==> src/shared/gmch_pkg.sv <==
// Package for the gyro mode and command handler: characters, modes, types.
// Assumes byte-wide receive characters and a one-byte sensor status flag vector.
package gmch_pkg;
	localparam logic [7:0] CHAR_CR = 8'h0D;
	localparam logic [7:0] CHAR_PROMPT = 8'h3E;
	localparam logic [7:0] CHAR_UP_A = 8'h41;
	localparam logic [7:0] CHAR_UP_Z = 8'h5A;
	localparam logic [7:0] CHAR_N = 8'h4E;
	localparam logic [7:0] CHAR_I = 8'h49;
	localparam logic [7:0] CHAR_C = 8'h43;
	localparam logic [7:0] CHAR_T = 8'h54;
	localparam logic [7:0] CHAR_E = 8'h45;
	localparam logic [7:0] CHAR_R = 8'h52;
	localparam logic [7:0] CHAR_X = 8'h78;
	localparam logic [7:0] CRC8_POLY = 8'h07;
	localparam logic [7:0] CRC8_INIT = 8'h00;
	localparam int CMD_LEN = 12;
	localparam logic [3:0] CMD_LEN_MAX = 4'h0_C;
	localparam int INT_RATE_SPS = 2000;
	localparam int CLK_HZ = 100000000;
	localparam int SUBSAMPLE_CYCLES = CLK_HZ / INT_RATE_SPS;
	localparam logic [15:0] STARTUP_CYCLES = 16'h0_040;
	localparam logic [7:0] STATUS_RESET = 8'h00;
	localparam logic [15:0] EXT_ERR_RESET = 16'h0_000;
	localparam int ERR_W = 16;
	// Word commands stored as 11-character strings, first character in the high byte
	localparam logic [87:0] WORD_HUMAN = 88'h53_4552_5649_4345_4D4F_4445;
	localparam logic [87:0] WORD_MACHINE = 88'h55_5449_4C49_5459_4D4F_4445;

	typedef enum logic [6:0] {
		MODE_STARTUP = 7'b000_0001,
		MODE_NORMAL = 7'b000_0010,
		MODE_HUMAN_WAIT = 7'b000_0100,
		MODE_HUMAN = 7'b000_1000,
		MODE_MACHINE_WAIT = 7'b001_0000,
		MODE_MACHINE = 7'b010_0000,
		MODE_RESET = 7'b100_0000
	} gmch_mode_type;

	typedef enum logic [5:0] {
		DG_MEAS = 6'b00_0001,
		DG_PART = 6'b00_0010,
		DG_SERIAL = 6'b00_0100,
		DG_CONFIG = 6'b00_1000,
		DG_TRIM = 6'b01_0000,
		DG_EXT_ERR = 6'b10_0000
	} gmch_dg_type;

	typedef struct packed {
		logic valid;
		logic [7:0] data;
	} gmch_char_type;

	typedef struct packed {
		logic start;
		gmch_dg_type kind;
		logic [7:0] status;
		logic discard_angle;
	} gmch_slot_type;
endpackage : gmch_pkg
==> src/rtl/gmch_crc8.sv <==
// CRC-8 over a byte stream, one byte per cycle, for machine-link mode framing.
// Assumes the caller clears the running value at each frame start.
`timescale 1ns/100ps
module gmch_crc8
	import gmch_pkg::*;
(
	input wire logic clock,
	input wire logic sys_rst,
	input wire logic clear,
	input wire logic byte_valid,
	input wire logic [7:0] byte_data,
	output logic [7:0] crc
);
	logic [7:0] crc_reg;
	logic [7:0] crc_next;
	logic [7:0] stage [0:8];

	assign stage[0] = crc_reg ^ byte_data;
	genvar g;
	generate
		for (g = 0; g < 8; g++) begin : g_bit
			assign stage[g + 1] = stage[g][7] ? ((stage[g] << 1) ^ CRC8_POLY) : (stage[g] << 1);
		end
	endgenerate
	assign crc_next = clear ? CRC8_INIT : (byte_valid ? stage[8] : crc_reg);
	assign crc = crc_reg;

	always_ff @(posedge clock) begin
		if (sys_rst)
			crc_reg <= CRC8_INIT;
		else
			crc_reg <= crc_next;
	end
endmodule : gmch_crc8

==> src/rtl/gmch_handler.sv <==
// Command and mode handler of the rate sensor: parses normal-mode commands,
// schedules special datagrams into measurement slots, keeps status and errors.
// Assumes a UART elsewhere delivers received bytes and takes transmit bytes,
// and a datagram sequencer reports slot ticks and datagram completion.
// Operation
// - Machine-link mode commands and responses carry CRC-8 check value (here only transmitted bytes get a CRC-8).
// - Machine entry stops periodic datagrams and acknowledges machine mode.
// - Sampling and processing keep running while output is suspended.
// - Leaving machine mode returns to normal mode and periodic output.
// - Internal check errors set matching status flag bits.
// - Below 2000 samples/s status ORs all sub-sample flags.
// - Status flags not latched; accumulation restarts after each transmission.
// - Extended errors cleared when start-up phase completes.
// - Extended errors cleared right after extended error datagram sent.
// - Extended errors cleared after human mode accumulated error query answered.
// - Carriage return 0x0D terminates command and triggers decoding.
// - No echo, no error reports; act only on complete correct commands.
// - Incremental angle accumulated during special datagram is discarded.
// - Accept N, I, C, T, E, R letters and two mode-entry words.
// - Special datagram takes the next measurement slot instead of it.
// - With external trigger, special datagram goes on next trigger.
// - Trim datagram may displace several slots when longer.
// - Reset letter forces full unit reset through start-up.
// - Human mode entry waits for current datagram to finish.
// - Human mode entry first outputs configuration listing.
// - Machine mode entry waits for current datagram to finish.
// - Human mode ready prompt is carriage return then '>'.
`timescale 1ns/100ps
module gmch_handler
	import gmch_pkg::*;
(
	input wire logic clock,
	input wire logic sys_rst,
	input wire gmch_char_type rx_char,
	input wire logic slot_tick,
	input wire logic ext_trig_mode,
	input wire logic ext_trigger,
	input wire logic dg_busy,
	input wire logic dg_done,
	input wire logic subsample_tick,
	input wire logic [7:0] check_flags,
	input wire logic [ERR_W-1:0] err_events,
	input wire logic human_exit,
	input wire logic machine_exit,
	input wire logic error_query_done,
	input wire logic listing_done,
	input wire logic human_ready,
	input wire logic [7:0] tx_byte,
	input wire logic tx_byte_valid,
	input wire logic tx_frame_start,
	output gmch_slot_type slot_out,
	output logic periodic_enable,
	output logic sampling_enable,
	output logic machine_ack,
	output logic listing_start,
	output logic [7:0] prompt_char,
	output logic prompt_valid,
	output logic unit_reset,
	output logic [6:0] mode_code,
	output logic [ERR_W-1:0] ext_errors,
	output logic [7:0] tx_crc
);
	gmch_mode_type mode_reg, mode_next;
	logic [7:0] buf_reg [0:CMD_LEN-1];
	logic [3:0] len_reg;
	logic overflow_reg;
	logic [15:0] start_cnt_reg;
	gmch_dg_type pend_reg;
	logic pend_valid_reg;
	logic discard_reg;
	logic [7:0] status_acc_reg;
	logic [ERR_W-1:0] err_reg;
	gmch_slot_type slot_reg;
	logic machine_ack_reg;
	logic listing_reg;
	logic prompt_valid_reg;
	logic prompt_phase_reg;
	logic reset_reg;
	logic [7:0] prompt_reg;
	logic trim_busy_reg;

	wire logic is_cr = rx_char.valid && (rx_char.data == CHAR_CR);
	wire logic is_upper = (rx_char.data >= CHAR_UP_A) && (rx_char.data <= CHAR_UP_Z);
	wire logic in_normal = (mode_reg == MODE_NORMAL);
	wire logic exec = in_normal && is_cr && !overflow_reg;
	wire logic one_letter = (len_reg == 4'h1);
	wire logic [7:0] letter = buf_reg[0];
	logic [87:0] word_vec;
	genvar gi;
	generate
		for (gi = 0; gi < 11; gi++) begin : g_word
			assign word_vec[87-8*gi -: 8] = buf_reg[gi];
		end
	endgenerate
	wire logic eleven = (len_reg == 4'hB);
	wire logic cmd_part = exec && one_letter && (letter == CHAR_N);
	wire logic cmd_serial = exec && one_letter && (letter == CHAR_I);
	wire logic cmd_config = exec && one_letter && (letter == CHAR_C);
	wire logic cmd_trim = exec && one_letter && (letter == CHAR_T);
	wire logic cmd_err = exec && one_letter && (letter == CHAR_E);
	wire logic cmd_reset = exec && one_letter && (letter == CHAR_R);
	wire logic cmd_human = exec && eleven && (word_vec == WORD_HUMAN);
	wire logic cmd_machine = exec && eleven && (word_vec == WORD_MACHINE);
	wire logic cmd_special = cmd_part || cmd_serial || cmd_config || cmd_trim || cmd_err;
	wire gmch_dg_type cmd_kind = cmd_part ? DG_PART : cmd_serial ? DG_SERIAL :
		cmd_config ? DG_CONFIG : cmd_trim ? DG_TRIM : DG_EXT_ERR;

	// Trigger replaces slot in external mode
	wire logic slot_now = ext_trig_mode ? ext_trigger : slot_tick;
	// Periodic output in normal mode and both mode-entry wait states
	wire logic periodic_on = in_normal || (mode_reg == MODE_HUMAN_WAIT) ||
		(mode_reg == MODE_MACHINE_WAIT);
	// Long trim datagram holds off slots
	wire logic fire = periodic_on && slot_now && !trim_busy_reg;
	wire logic fire_special = fire && pend_valid_reg;
	wire logic startup_done = (mode_reg == MODE_STARTUP) && (start_cnt_reg == STARTUP_CYCLES);
	wire logic err_sent = dg_done && (slot_reg.kind == DG_EXT_ERR);
	wire logic err_clear = startup_done || err_sent || error_query_done;
	wire logic [7:0] status_now = status_acc_reg | (subsample_tick ? check_flags : 8'h00);
	wire logic [7:0] status_acc_next = fire ? 8'h00 : status_now;
	// Set beats clear so an error in the clearing cycle is kept
	wire logic [ERR_W-1:0] err_next = (err_clear ? {ERR_W{1'b0}} : err_reg) | err_events;

	always_comb begin
		mode_next = mode_reg;
		case (mode_reg)
			MODE_STARTUP: if (startup_done) mode_next = MODE_NORMAL;
			MODE_NORMAL: begin
				if (cmd_reset)
					mode_next = MODE_RESET;
				else if (cmd_human)
					mode_next = MODE_HUMAN_WAIT;
				else if (cmd_machine)
					mode_next = MODE_MACHINE_WAIT;
			end
			MODE_HUMAN_WAIT: if (!dg_busy) mode_next = MODE_HUMAN;
			MODE_MACHINE_WAIT: if (!dg_busy) mode_next = MODE_MACHINE;
			MODE_HUMAN: if (human_exit) mode_next = MODE_NORMAL;
			MODE_MACHINE: if (machine_exit) mode_next = MODE_NORMAL;
			MODE_RESET: mode_next = MODE_STARTUP;
			default: mode_next = MODE_STARTUP;
		endcase
	end

	always_ff @(posedge clock) begin
		if (sys_rst)
			mode_reg <= MODE_STARTUP;
		else
			mode_reg <= mode_next;
	end

	always_ff @(posedge clock) begin
		if (sys_rst || (mode_reg == MODE_RESET))
			start_cnt_reg <= 16'h0_000;
		else if (mode_reg == MODE_STARTUP)
			start_cnt_reg <= start_cnt_reg + 16'h0_001;
	end

	// Collect upper case; any other character silently spoils the command
	always_ff @(posedge clock) begin
		if (sys_rst || !in_normal || is_cr) begin
			len_reg <= 4'h0;
			overflow_reg <= 1'b0;
		end else if (rx_char.valid) begin
			if (!is_upper || (len_reg == CMD_LEN_MAX))
				overflow_reg <= 1'b1;
			else
				len_reg <= len_reg + 4'h1;
		end
	end

	generate
		for (gi = 0; gi < CMD_LEN; gi++) begin : g_buf
			always_ff @(posedge clock) begin
				if (sys_rst)
					buf_reg[gi] <= 8'h00;
				else if (in_normal && rx_char.valid && !is_cr && is_upper &&
						(len_reg == 4'(gi)))
					buf_reg[gi] <= rx_char.data;
			end
		end
	endgenerate

	always_ff @(posedge clock) begin
		if (sys_rst || (mode_reg == MODE_STARTUP)) begin
			pend_valid_reg <= 1'b0;
			pend_reg <= DG_MEAS;
		end else if (cmd_special) begin
			pend_valid_reg <= 1'b1;
			pend_reg <= cmd_kind;
		end else if (fire_special) begin
			pend_valid_reg <= 1'b0;
		end
	end

	always_ff @(posedge clock) begin
		if (sys_rst) begin
			slot_reg <= '{start: 1'b0, kind: DG_MEAS, status: STATUS_RESET, discard_angle: 1'b0};
			discard_reg <= 1'b0;
			trim_busy_reg <= 1'b0;
			status_acc_reg <= STATUS_RESET;
		end else begin
			status_acc_reg <= status_acc_next;
			slot_reg.start <= fire;
			if (fire) begin
				slot_reg.kind <= fire_special ? pend_reg : DG_MEAS;
				slot_reg.status <= status_now;
				slot_reg.discard_angle <= !fire_special && discard_reg;
				discard_reg <= fire_special;
			end
			if (fire_special && (pend_reg == DG_TRIM))
				trim_busy_reg <= 1'b1;
			else if (dg_done)
				trim_busy_reg <= 1'b0;
		end
	end

	always_ff @(posedge clock) begin
		if (sys_rst)
			err_reg <= EXT_ERR_RESET;
		else
			err_reg <= err_next;
	end

	always_ff @(posedge clock) begin
		if (sys_rst) begin
			machine_ack_reg <= 1'b0;
			listing_reg <= 1'b0;
			prompt_valid_reg <= 1'b0;
			prompt_phase_reg <= 1'b0;
			prompt_reg <= 8'h00;
			reset_reg <= 1'b0;
		end else begin
			machine_ack_reg <= (mode_reg == MODE_MACHINE_WAIT) && (mode_next == MODE_MACHINE);
			listing_reg <= (mode_reg == MODE_HUMAN_WAIT) && (mode_next == MODE_HUMAN);
			reset_reg <= (mode_reg == MODE_RESET);
			prompt_valid_reg <= 1'b0;
			if (mode_reg == MODE_HUMAN && human_ready && !prompt_phase_reg) begin
				prompt_reg <= CHAR_CR;
				prompt_valid_reg <= 1'b1;
				prompt_phase_reg <= 1'b1;
			end else if (prompt_phase_reg) begin
				prompt_reg <= CHAR_PROMPT;
				prompt_valid_reg <= 1'b1;
				prompt_phase_reg <= 1'b0;
			end
		end
	end

	gmch_crc8 u_crc (
		.clock(clock),
		.sys_rst(sys_rst),
		.clear(tx_frame_start),
		.byte_valid(tx_byte_valid && (mode_reg == MODE_MACHINE)),
		.byte_data(tx_byte),
		.crc(tx_crc)
	);

	logic periodic_reg;
	always_ff @(posedge clock) begin
		if (sys_rst)
			periodic_reg <= 1'b0;
		else
			periodic_reg <= periodic_on;
	end

	// Sampling flag registered
	// Drops only for the reset pulse, so filters never restart on mode changes
	logic sampling_reg;
	always_ff @(posedge clock) begin
		if (sys_rst)
			sampling_reg <= 1'b1;
		else
			sampling_reg <= (mode_reg != MODE_RESET);
	end

	assign slot_out = slot_reg;
	assign periodic_enable = periodic_reg;
	assign sampling_enable = sampling_reg;
	assign machine_ack = machine_ack_reg;
	assign listing_start = listing_reg;
	assign prompt_char = prompt_reg;
	assign prompt_valid = prompt_valid_reg;
	assign unit_reset = reset_reg;
	assign mode_code = mode_reg;
	assign ext_errors = err_reg;
endmodule : gmch_handler

==> config.mk <==
export PLATFORM = sky130hd
export DESIGN_NAME = gmch_handler
export DESIGN_NICKNAME = d
export VERILOG_FILES = /design/src/shared/gmch_pkg.sv /design/src/rtl/gmch_crc8.sv /design/src/rtl/gmch_handler.sv
export SDC_FILE = /design/constraint.sdc
export NUM_CORES = 1
export LEC_CHECK = 0
export BUFFER_PORTS_ARGS = -buffer_cell sky130_fd_sc_hd__buf_2
export CAP_MARGIN = 0
export CORE_ASPECT_RATIO = 1.75
export CORE_MARGIN = 2
export CORE_UTILIZATION = 42
export DETAILED_ROUTE_END_ITERATION = 6
export GPL_TIMING_DRIVEN = 0
export SETUP_SLACK_MARGIN = 0.5
export SYNTH_ARGS = -nofsm -noshare
export SYNTH_HDL_FRONTEND = slang
export SYNTH_SLANG_ARGS = --single-unit
==> constraint.sdc <==
create_clock -name clock -period 3.69 [get_ports clock]
set_clock_uncertainty 0.15 [all_clocks]
set_input_delay 0.369 -clock clock [delete_from_list [all_inputs] [get_ports clock]]
set_output_delay 0.369 -clock clock [all_outputs]
set_load 0.03 [all_outputs]
==> impl_table.tex, run 1 <==
\begin{tabular}{lr}
\hline
Metric & Value \\
\hline
\multicolumn{2}{l}{\textbf{Status}} \\
\quad Outcome & complete, no violations \\
\multicolumn{2}{l}{\textbf{Route}} \\
\quad Routed len/inst & roughly 19 µm \\
\quad Ratio of routed vias to standard cells & 5.367 \\
\quad Detailed router's first-iteration violation count & 345 \\
\quad Antenna-violating nets left & 0 \\
\quad Length of the first detailed-routing pass in iterations & 5 \\
\quad Total length of routed wires & 22050 µm \\
\quad Residual DRC count & 0 \\
\quad Via total after detailed routing & 6296 \\
\multicolumn{2}{l}{\textbf{Layout}} \\
\quad Flip-flop count of the largest register, all copies and words added & 88 \\
\quad Non-filler cells in the finished layout & 1173 \\
\quad Share of cells above drive strength 1 & 0.1861 \\
\quad Ant diodes & 0 \\
\quad Layout overhead on the synthesized area & 21.63\% \\
\quad Net total in the final layout & 984 \\
\multicolumn{2}{l}{\textbf{Placed design}} \\
\quad Inst Count DP & 1126 \\
\quad Count of input and output buffers & 109 \\
\quad GP Congestion & 0.8646 \\
\quad HPWL after detailed placement & 16910 µm \\
\multicolumn{2}{l}{\textbf{Die}} \\
\quad Die extent in x & 108.2 µm \\
\quad Initial Utilization & 0.4296 \\
\quad Std cell rows & 66 \\
\quad Floorplan die area & between 20000 and 25000 µm² \\
\quad Core ar. & 18580 µm² \\
\quad Die height & 186.4 µm \\
\quad IO Pins & 117 \\
\multicolumn{2}{l}{\textbf{Clock network}} \\
\quad Cts bufs inserted & 17 \\
\quad Clk Latency, worst-skew pair & roughly 0.45 ns \\
\quad Clock H-tree levels & 4 \\
\quad Clock Tree Root & sky130\_fd\_sc\_hd\_\_clkbuf\_16 \\
\quad CTS sink cnt & 183 \\
\quad TritonCTS clock tree & done \\
\quad Clock Tree Buf Depth & 2 \\
\quad Register clock-pin slew on the reported worst setup and hold paths & 0.07 ns \\
\multicolumn{2}{l}{\textbf{Logic synthesis}} \\
\quad Share of async-settable or async-resettable flops after synthesis & 0 \\
\quad Commonest cells post-synth & sky130\_fd\_sc\_hd\_\_nor2\_1 (107), sky130\_fd\_sc\_hd\_\_dfxtp\_1 (95), sky130\_fd\_sc\_hd\_\_edfxtp\_1 (88), sky130\_fd\_sc\_hd\_\_a21oi\_1 (52), sky130\_fd\_sc\_hd\_\_nand2\_1 (40) \\
\quad Ys flop type & sky130\_fd\_sc\_hd\_\_dfxtp\_1 \\
\quad Sequential share of the synthesized area & 0.5694 \\
\quad Number of unique standard cell types used by synthesis & approximately 70 \\
\quad Avg Inst Size Synth & $\sim$11 µm² \\
\quad Synthesized flop and latch total & 183 \\
\quad Largest cells by area after synthesis & sky130\_fd\_sc\_hd\_\_edfxtp\_1 (33\%), sky130\_fd\_sc\_hd\_\_dfxtp\_1 (24\%), sky130\_fd\_sc\_hd\_\_nor2\_1 (5.0\%), sky130\_fd\_sc\_hd\_\_a21oi\_1 (3.3\%), sky130\_fd\_sc\_hd\_\_xnor2\_1 (3.0\%) \\
\quad Share of the synthesized area in the top cell type & 0.3311 \\
\quad Cell area after synthesis & 7981 µm² \\
\quad Number of standard cells after synthesis & about 760 \\
\quad Top-count cell post-synth & sky130\_fd\_sc\_hd\_\_nor2\_1 \\
\quad Most area-hungry cell type in the Yosys netlist & sky130\_fd\_sc\_hd\_\_edfxtp\_1 \\
\quad Yosys warning count & 0 \\
\quad Number of flops mapped to enable cells by yosys & 88 \\
\multicolumn{2}{l}{\textbf{GRT}} \\
\quad First-pass GRT wire length & 33440 µm \\
\quad Initial antenna violation count & 0 \\
\quad Pin count of the biggest net entering global routing & 18 \\
\quad Total GRT Usage & 0.2212 \\
\quad Vias in the first global route & 6333 \\
\quad Overflow left after global routing & 0 \\
\multicolumn{2}{l}{\textbf{Worst setup path}} \\
\quad Count of buffer and inverter cells on the critical path & 0 \\
\quad Kind of critical path & reg2reg \\
\quad Largest fanout on the critical path & 10 \\
\quad Worst setup EP type & register \\
\quad Cell breakdown of the critical path & nor4\_2, nand3\_1, nor4\_2, nand3\_1, o21ai\_2 \\
\quad Slowest cell on the critical path & sky130\_fd\_sc\_hd\_\_o21ai\_2 \\
\quad Worst Path Arrival & 2.84 ns \\
\quad Critical path startpoint category & register \\
\quad Maximum cell stage delay along the critical path & 0.57 ns \\
\quad Required time at the endpoint of the critical path & $\sim$3.6 ns \\
\quad Top delay family on crit path & simple AND/OR/NAND/NOR gates \\
\multicolumn{2}{l}{\textbf{Power and ir drop}} \\
\quad Pwr/cell area & 462.3 nW/µm² \\
\quad P\_leak & 3.739 nW \\
\quad Worst vdd rail ir drop & 0.0003234 V \\
\multicolumn{2}{l}{\textbf{Timing}} \\
\quad Slew @ Worst Pin & between 0.7 and 0.8 ns \\
\quad Worst slew margin relative to its limit & 0.5037 \\
\quad Fin crit period & 2.901 ns \\
\quad Final count of hold timing violations & 0 \\
\quad Final count of negative-setup-slack endpoints & 0 \\
\quad Total negative slack for setup checks & 0 ns \\
\quad Final hold slack & 0.009143 ns \\
\quad Unrepaired setup endpoints after global routing & false \\
\quad Maximum clock frequency & about 0.34 GHz \\
\quad Number of slew-limit violations in the final report & 0 \\
\quad Period Utilization, post-route & 0.7861 \\
\multicolumn{2}{l}{\textbf{Hold path}} \\
\quad Class of the worst hold path & in2reg \\
\multicolumn{2}{l}{\textbf{Job}} \\
\quad Maximum capacitance violations & 0 \\
\hline
\end{tabular}
[area by class of cell]
type / instances / area (µm²)
Buffer: 38 / 173.9
Clock buffer: 17 / 425.4
Clock inverter: 15 / 214.0
Fill cell: 1762 / 8872
Inverter: 24 / 90.09
Multi-Input combinational cell: 534 / 3267
Sequential cell: 183 / 4544
Tap cell: 238 / 297.8
Timing Repair Buffer: 124 / 695.7
[power breakdown]
group | switching (mW) | internal [mW] | total, mW
clock | 0.829 | 1.15 | 1.98
combinational | 0.161 | 0.0981 | 0.259
sequential | 0.0457 | 2.20 | 2.25
total | 1.04 | 3.45 | 4.49
[worst paths after layout]
path | from | endpoint | slack, ns | cells past startpoint
hold reg to reg | slot_out[0] | slot_out[0] | 0.30 | 2
hold / removal | err_events[11] | ext_errors[11] | 0.009 | 3
setup / recovery | mode_code[5] | buf_reg[3][5] | 0.79 | 5
setup reg to reg | mode_code[5] | buf_reg[3][5] | 0.79 | 5
[logic make-up (layout without fill, tap and decap cells)]
logic type / count (synthesis) / after routing / share of synthesized area
multiplexers: 7 / 7 / 0.008779
XOR/XNOR: 37 / 37 / 0.04421
AO/OA/AOI/OAI: 109 / 109 / 0.08544
AND/OR/NAND/NOR: 351 / 351 / 0.2493
adder cells (fa/ha/maj): 6 / 6 / 0.009406
other: 1 / 24 / 0.0004698
buffers and inverters: 62 / 218 / 0.03308
flip-flops: 183 / 183 / 0.5694
[worst min-delay path: stages]
cell and delay [ns]:
sky130_fd_sc_hd__buf_2 0.08, sky130_fd_sc_hd__a21oi_1 0.04, sky130_fd_sc_hd__nor2_1 0.08
[cell usage in the layout, fill, tap and decap left out, types with 14 or more instances in the layout]
master and n:
sky130_fd_sc_hd__dfxtp_1 95, sky130_fd_sc_hd__nor4bb_1 14, sky130_fd_sc_hd__nor3_1 24, sky130_fd_sc_hd__buf_2 115, sky130_fd_sc_hd__inv_1 24, sky130_fd_sc_hd__edfxtp_1 88, sky130_fd_sc_hd__conb_1 24, sky130_fd_sc_hd__a21oi_1 52
sky130_fd_sc_hd__nor2_1 107, sky130_fd_sc_hd__dlygate4sd3_1 15, sky130_fd_sc_hd__clkbuf_16 17, sky130_fd_sc_hd__nand2_1 40, sky130_fd_sc_hd__nor4b_1 15, sky130_fd_sc_hd__clkbuf_1 21, sky130_fd_sc_hd__and3_1 24, sky130_fd_sc_hd__xnor2_1 27
sky130_fd_sc_hd__nand3_1 22, sky130_fd_sc_hd__nand4_1 20
[per-stage QoR]
stage	cell area (µm²)	power, mW	util	setup slack, ns
final	9708	4.488	0.5225	0.7892
after global routing	9708	4.627	0.5225	0.5518
after CTS	9701	4.514	0.5221	0.5108
after detailed placement	8911	2.538	0.4796	0.01936
after global placement	8911	2.535	0.4796	0.07527
after floorplan	8068	2.427	-	0.9918
[routing by layer]
metal / part of all wire / global-route usage / vias to the layer above
li1: - / - / 3067
met1: 0.34 / 0.2113 / 2971
met2: 0.57 / 0.4323 / 202
met3: 0.049 / 0.04296 / 56
met4: 0.042 / 0.1070 / 0
met5: 0 / 0 / -
[timing repair]
| action | 4_1_cts | 5_1_grt |
|---|---|---|
| endpoints found under the setup margin | 16 | 16 |
| hold endpoints to repair | 15 | 0 |
| resized for setup | 2 | 2 |
| setup buffers | 0 | 0 |
| hold buffers | 15 | 0 |
No activity file was read; power rests on OpenSTA's default activity.
==> run 2: changes to the inputs <==
Clock period 3.69 ns to 2.9 ns, I/O delays scaled along.
==> impl_table.tex, run 2 (synthesis gave the netlist of run 1 again) <==
\begin{tabular}{lr}
\hline
Metric & Value \\
\hline
\multicolumn{2}{l}{\textbf{Placed design}} \\
\quad Count of input and output buffers & 109 (unchanged) \\
\quad Worst setup slack before clock tree synthesis & -0.1001 ns (-0.1195 ns) \\
\quad Cell area after placement & 8919 µm² (about the same) \\
\quad HPWL after detailed placement & 16840 µm (-0.39\%) \\
\quad GP Congestion & 0.8746 (+1.2\%) \\
\multicolumn{2}{l}{\textbf{Clock network}} \\
\quad CTS sink cnt & 183 (unchanged) \\
\quad TritonCTS clock tree & done \\
\quad Cts bufs inserted & 17 (unchanged) \\
\quad Clk Latency, worst-skew pair & 0.46 ns (about the same) \\
\quad Clock Tree Buf Depth & 2 (unchanged) \\
\quad Register clock-pin slew on the reported worst setup and hold paths & 0.08 ns (about the same) \\
\quad Clock Tree Root & sky130\_fd\_sc\_hd\_\_clkbuf\_16 \\
\quad Clock H-tree levels & 4 (unchanged) \\
\multicolumn{2}{l}{\textbf{Power and ir drop}} \\
\quad P\_leak & 3.845 nW (+2.9\%) \\
\quad Clock network power share & 0.417 (-0.024) \\
\quad Worst vdd rail ir drop & 0.0003333 V (+3.1\%) \\
\quad Sw Ratio & 0.2462 (+0.01542) \\
\quad Part of the power in combinational logic & 0.066 (+0.008) \\
\quad Sequential group share of total power & 0.517 (+0.016) \\
\quad Int Pwr & 4.168 mW (+21\%) \\
\quad Pwr/cell area & 551.2 nW/µm² (+19\%) \\
\quad Net switching power of the design & 1.362 mW (+31\%) \\
\multicolumn{2}{l}{\textbf{Timing}} \\
\quad Final count of hold timing violations & 0 (unchanged) \\
\quad Fin crit period & 2.426 ns (-0.4745 ns) \\
\quad Number of slew-limit violations in the final report & 0 (unchanged) \\
\quad Final hold slack & 0.01026 ns (+0.001120 ns) \\
\quad Period Utilization, post-route & 0.8367 (+0.05054) \\
\quad Unrepaired setup endpoints after global routing & false \\
\quad Slew @ Worst Pin & 0.8063 ns (+0.06184 ns) \\
\quad Total negative slack for setup checks & 0 ns (unchanged) \\
\quad Final count of negative-setup-slack endpoints & 0 (unchanged) \\
\quad Maximum clock frequency & 0.4121 GHz (+20\%) \\
\quad Worst slew margin relative to its limit & 0.4549 (-0.04880) \\
\quad Final worst slack & 0.4737 ns (-0.3155 ns) \\
\multicolumn{2}{l}{\textbf{Die}} \\
\quad Core ar. & 18580 µm² (unchanged) \\
\quad Initial Utilization & 0.4296 (unchanged) \\
\quad Die extent in x & 108.2 µm (unchanged) \\
\quad IO Pins & 117 (unchanged) \\
\quad Floorplan die area & 20170 µm² (unchanged) \\
\quad Die height & 186.4 µm (unchanged) \\
\quad Std cell rows & 66 (unchanged) \\
\multicolumn{2}{l}{\textbf{Route}} \\
\quad Routed len/inst & 18.82 µm (+0.11\%) \\
\quad Residual DRC count & 0 (unchanged) \\
\quad Ratio of routed vias to standard cells & 5.393 (+0.48\%) \\
\quad Antenna-violating nets left & 0 (unchanged) \\
\quad Detailed router's first-iteration violation count & 318 (-7.8\%) \\
\quad Total length of routed wires & 22420 µm (+1.6\%) \\
\quad Via total after detailed routing & 6423 (+2.0\%) \\
\quad Length of the first detailed-routing pass in iterations & 5 (unchanged) \\
\multicolumn{2}{l}{\textbf{Layout}} \\
\quad Most common cell after layout, fill and taps aside & sky130\_fd\_sc\_hd\_\_buf\_2 \\
\quad Net total in the final layout & 1002 (+1.8\%) \\
\quad Total non-filler cell area in the finished layout & 10030 µm² (+3.3\%) \\
\quad Final Util & 0.5399 (+0.01744) \\
\quad Flip-flop count of the largest register, all copies and words added & 88 (unchanged) \\
\quad Share of cells above drive strength 1 & 0.2162 (+0.03006) \\
\quad Layout overhead on the synthesized area & 25.69\% \\
\quad Ant diodes & 0 (unchanged) \\
\quad Most frequent cells in the layout & sky130\_fd\_sc\_hd\_\_buf\_2 (114), sky130\_fd\_sc\_hd\_\_nor2\_1 (107), sky130\_fd\_sc\_hd\_\_dfxtp\_1 (94) \\
\multicolumn{2}{l}{\textbf{GRT}} \\
\quad Initial antenna violation count & 0 (unchanged) \\
\quad Overflow left after global routing & 0 (unchanged) \\
\quad Total GRT Usage & 0.2274 (+0.006144) \\
\quad Vias in the first global route & 6453 (+1.9\%) \\
\quad Pin count of the biggest net entering global routing & 19 (+1) \\
\quad First-pass GRT wire length & 34200 µm (+2.3\%) \\
\multicolumn{2}{l}{\textbf{Hold path}} \\
\quad Launch instance of the worst min-delay path & machine\_exit \\
\quad Class of the worst hold path & in2reg \\
\multicolumn{2}{l}{\textbf{Worst setup path}} \\
\quad Slowest cell on the critical path & sky130\_fd\_sc\_hd\_\_nor4b\_1 \\
\quad Kind of critical path & reg2reg \\
\quad Count of buffer and inverter cells on the critical path & 0 (unchanged) \\
\quad Maximum cell stage delay along the critical path & 0.71 ns (+0.14 ns) \\
\quad Largest fanout on the critical path & 2 (-8) \\
\quad Worst setup EP type & register \\
\quad Top delay family on crit path & simple AND/OR/NAND/NOR gates \\
\quad Cell breakdown of the critical path & nor4b\_1, nand4\_1, nor4\_1, nand3\_1, a21oi\_1 \\
\quad Critical path startpoint category & register \\
\quad Required time at the endpoint of the critical path & 3.13 ns (-0.49 ns) \\
\quad Worst Path Arrival & 2.66 ns (-0.18 ns) \\
\quad Crit. Startpoint & buf\_reg[7][1] \\
\quad R2r startpoint & buf\_reg[7][1] \\
\multicolumn{2}{l}{\textbf{Status}} \\
\quad Outcome & complete, no violations \\
\multicolumn{2}{l}{\textbf{Job}} \\
\quad Maximum capacitance violations & 0 (unchanged) \\
\hline
\end{tabular}
## run 2: through the flow
stage               total power [mW]  cells
floorplan                      3.088    779
global placement               3.226   1126
detailed placement             3.230   1126
CTS                            5.555   1190
global route                   5.704   1191
finish                         5.530   1191
## run 2: final timing paths
kind / endpoint / slack [ns] / depth (start not counted)
max: mode_code[4] / 0.47 / 5
min: mode_code[5] / 0.01 / 3
max reg2reg: mode_code[4] / 0.47 / 5
min reg2reg: slot_out[0] / 0.31 / 2
## run 2: timing repair
| action | 4_1_cts | 5_1_grt |
|---|---|---|
| setup endpoints to repair | 148 | 149 |
| pin swaps | 5 | 7 |
| endpoints found under the hold margin | 27 | 0 |
| resized for setup | 29 | 22 |
| buffers inserted | 6 | 1 |
| hold buffers | 26 | 0 |
| gates cloned | 0 | 0 |
## run 2: routing by layer
metal  wire, µm  track usage  vias to the layer above
met5          0            0                        -
met4       1344       0.1395                        0
met3       1083      0.04611                       75
met2      12420       0.4301                      212
met1       7568       0.2156                     3034
li1           -            -                     3102
## run 2: area by class of cell
cell class | count | area (µm²)
flip-flops and latches | 183 | 4546
clock inverters | 15 | 157.7
plain buffers | 38 | 190.2
repair buffers | 142 | 887.1
well taps | 238 | 297.8
inverters | 24 | 90.09
clock buffers | 17 | 425.4
fillers | 1689 | 8548
multi-input cells | 534 | 3438
## run 2: power by group through the flow
| stage | Clock (mW) | Sequential, mW | Combinational [mW] |
|---|---|---|---|
| after CTS | 2.34 | 2.86 | 0.356 |
| after global routing | 2.44 | 2.87 | 0.393 |
| after floorplan | 0 | 2.92 | 0.167 |
| after detailed placement | 0 | 2.92 | 0.312 |
| final | 2.31 | 2.86 | 0.363 |
| after global placement | 0 | 2.91 | 0.311 |
## run 2: tightest hold or removal path: stages
cell and delay (ns):
sky130_fd_sc_hd__buf_2 0.09, sky130_fd_sc_hd__nand4b_1 0.12, sky130_fd_sc_hd__a21oi_1 0.06
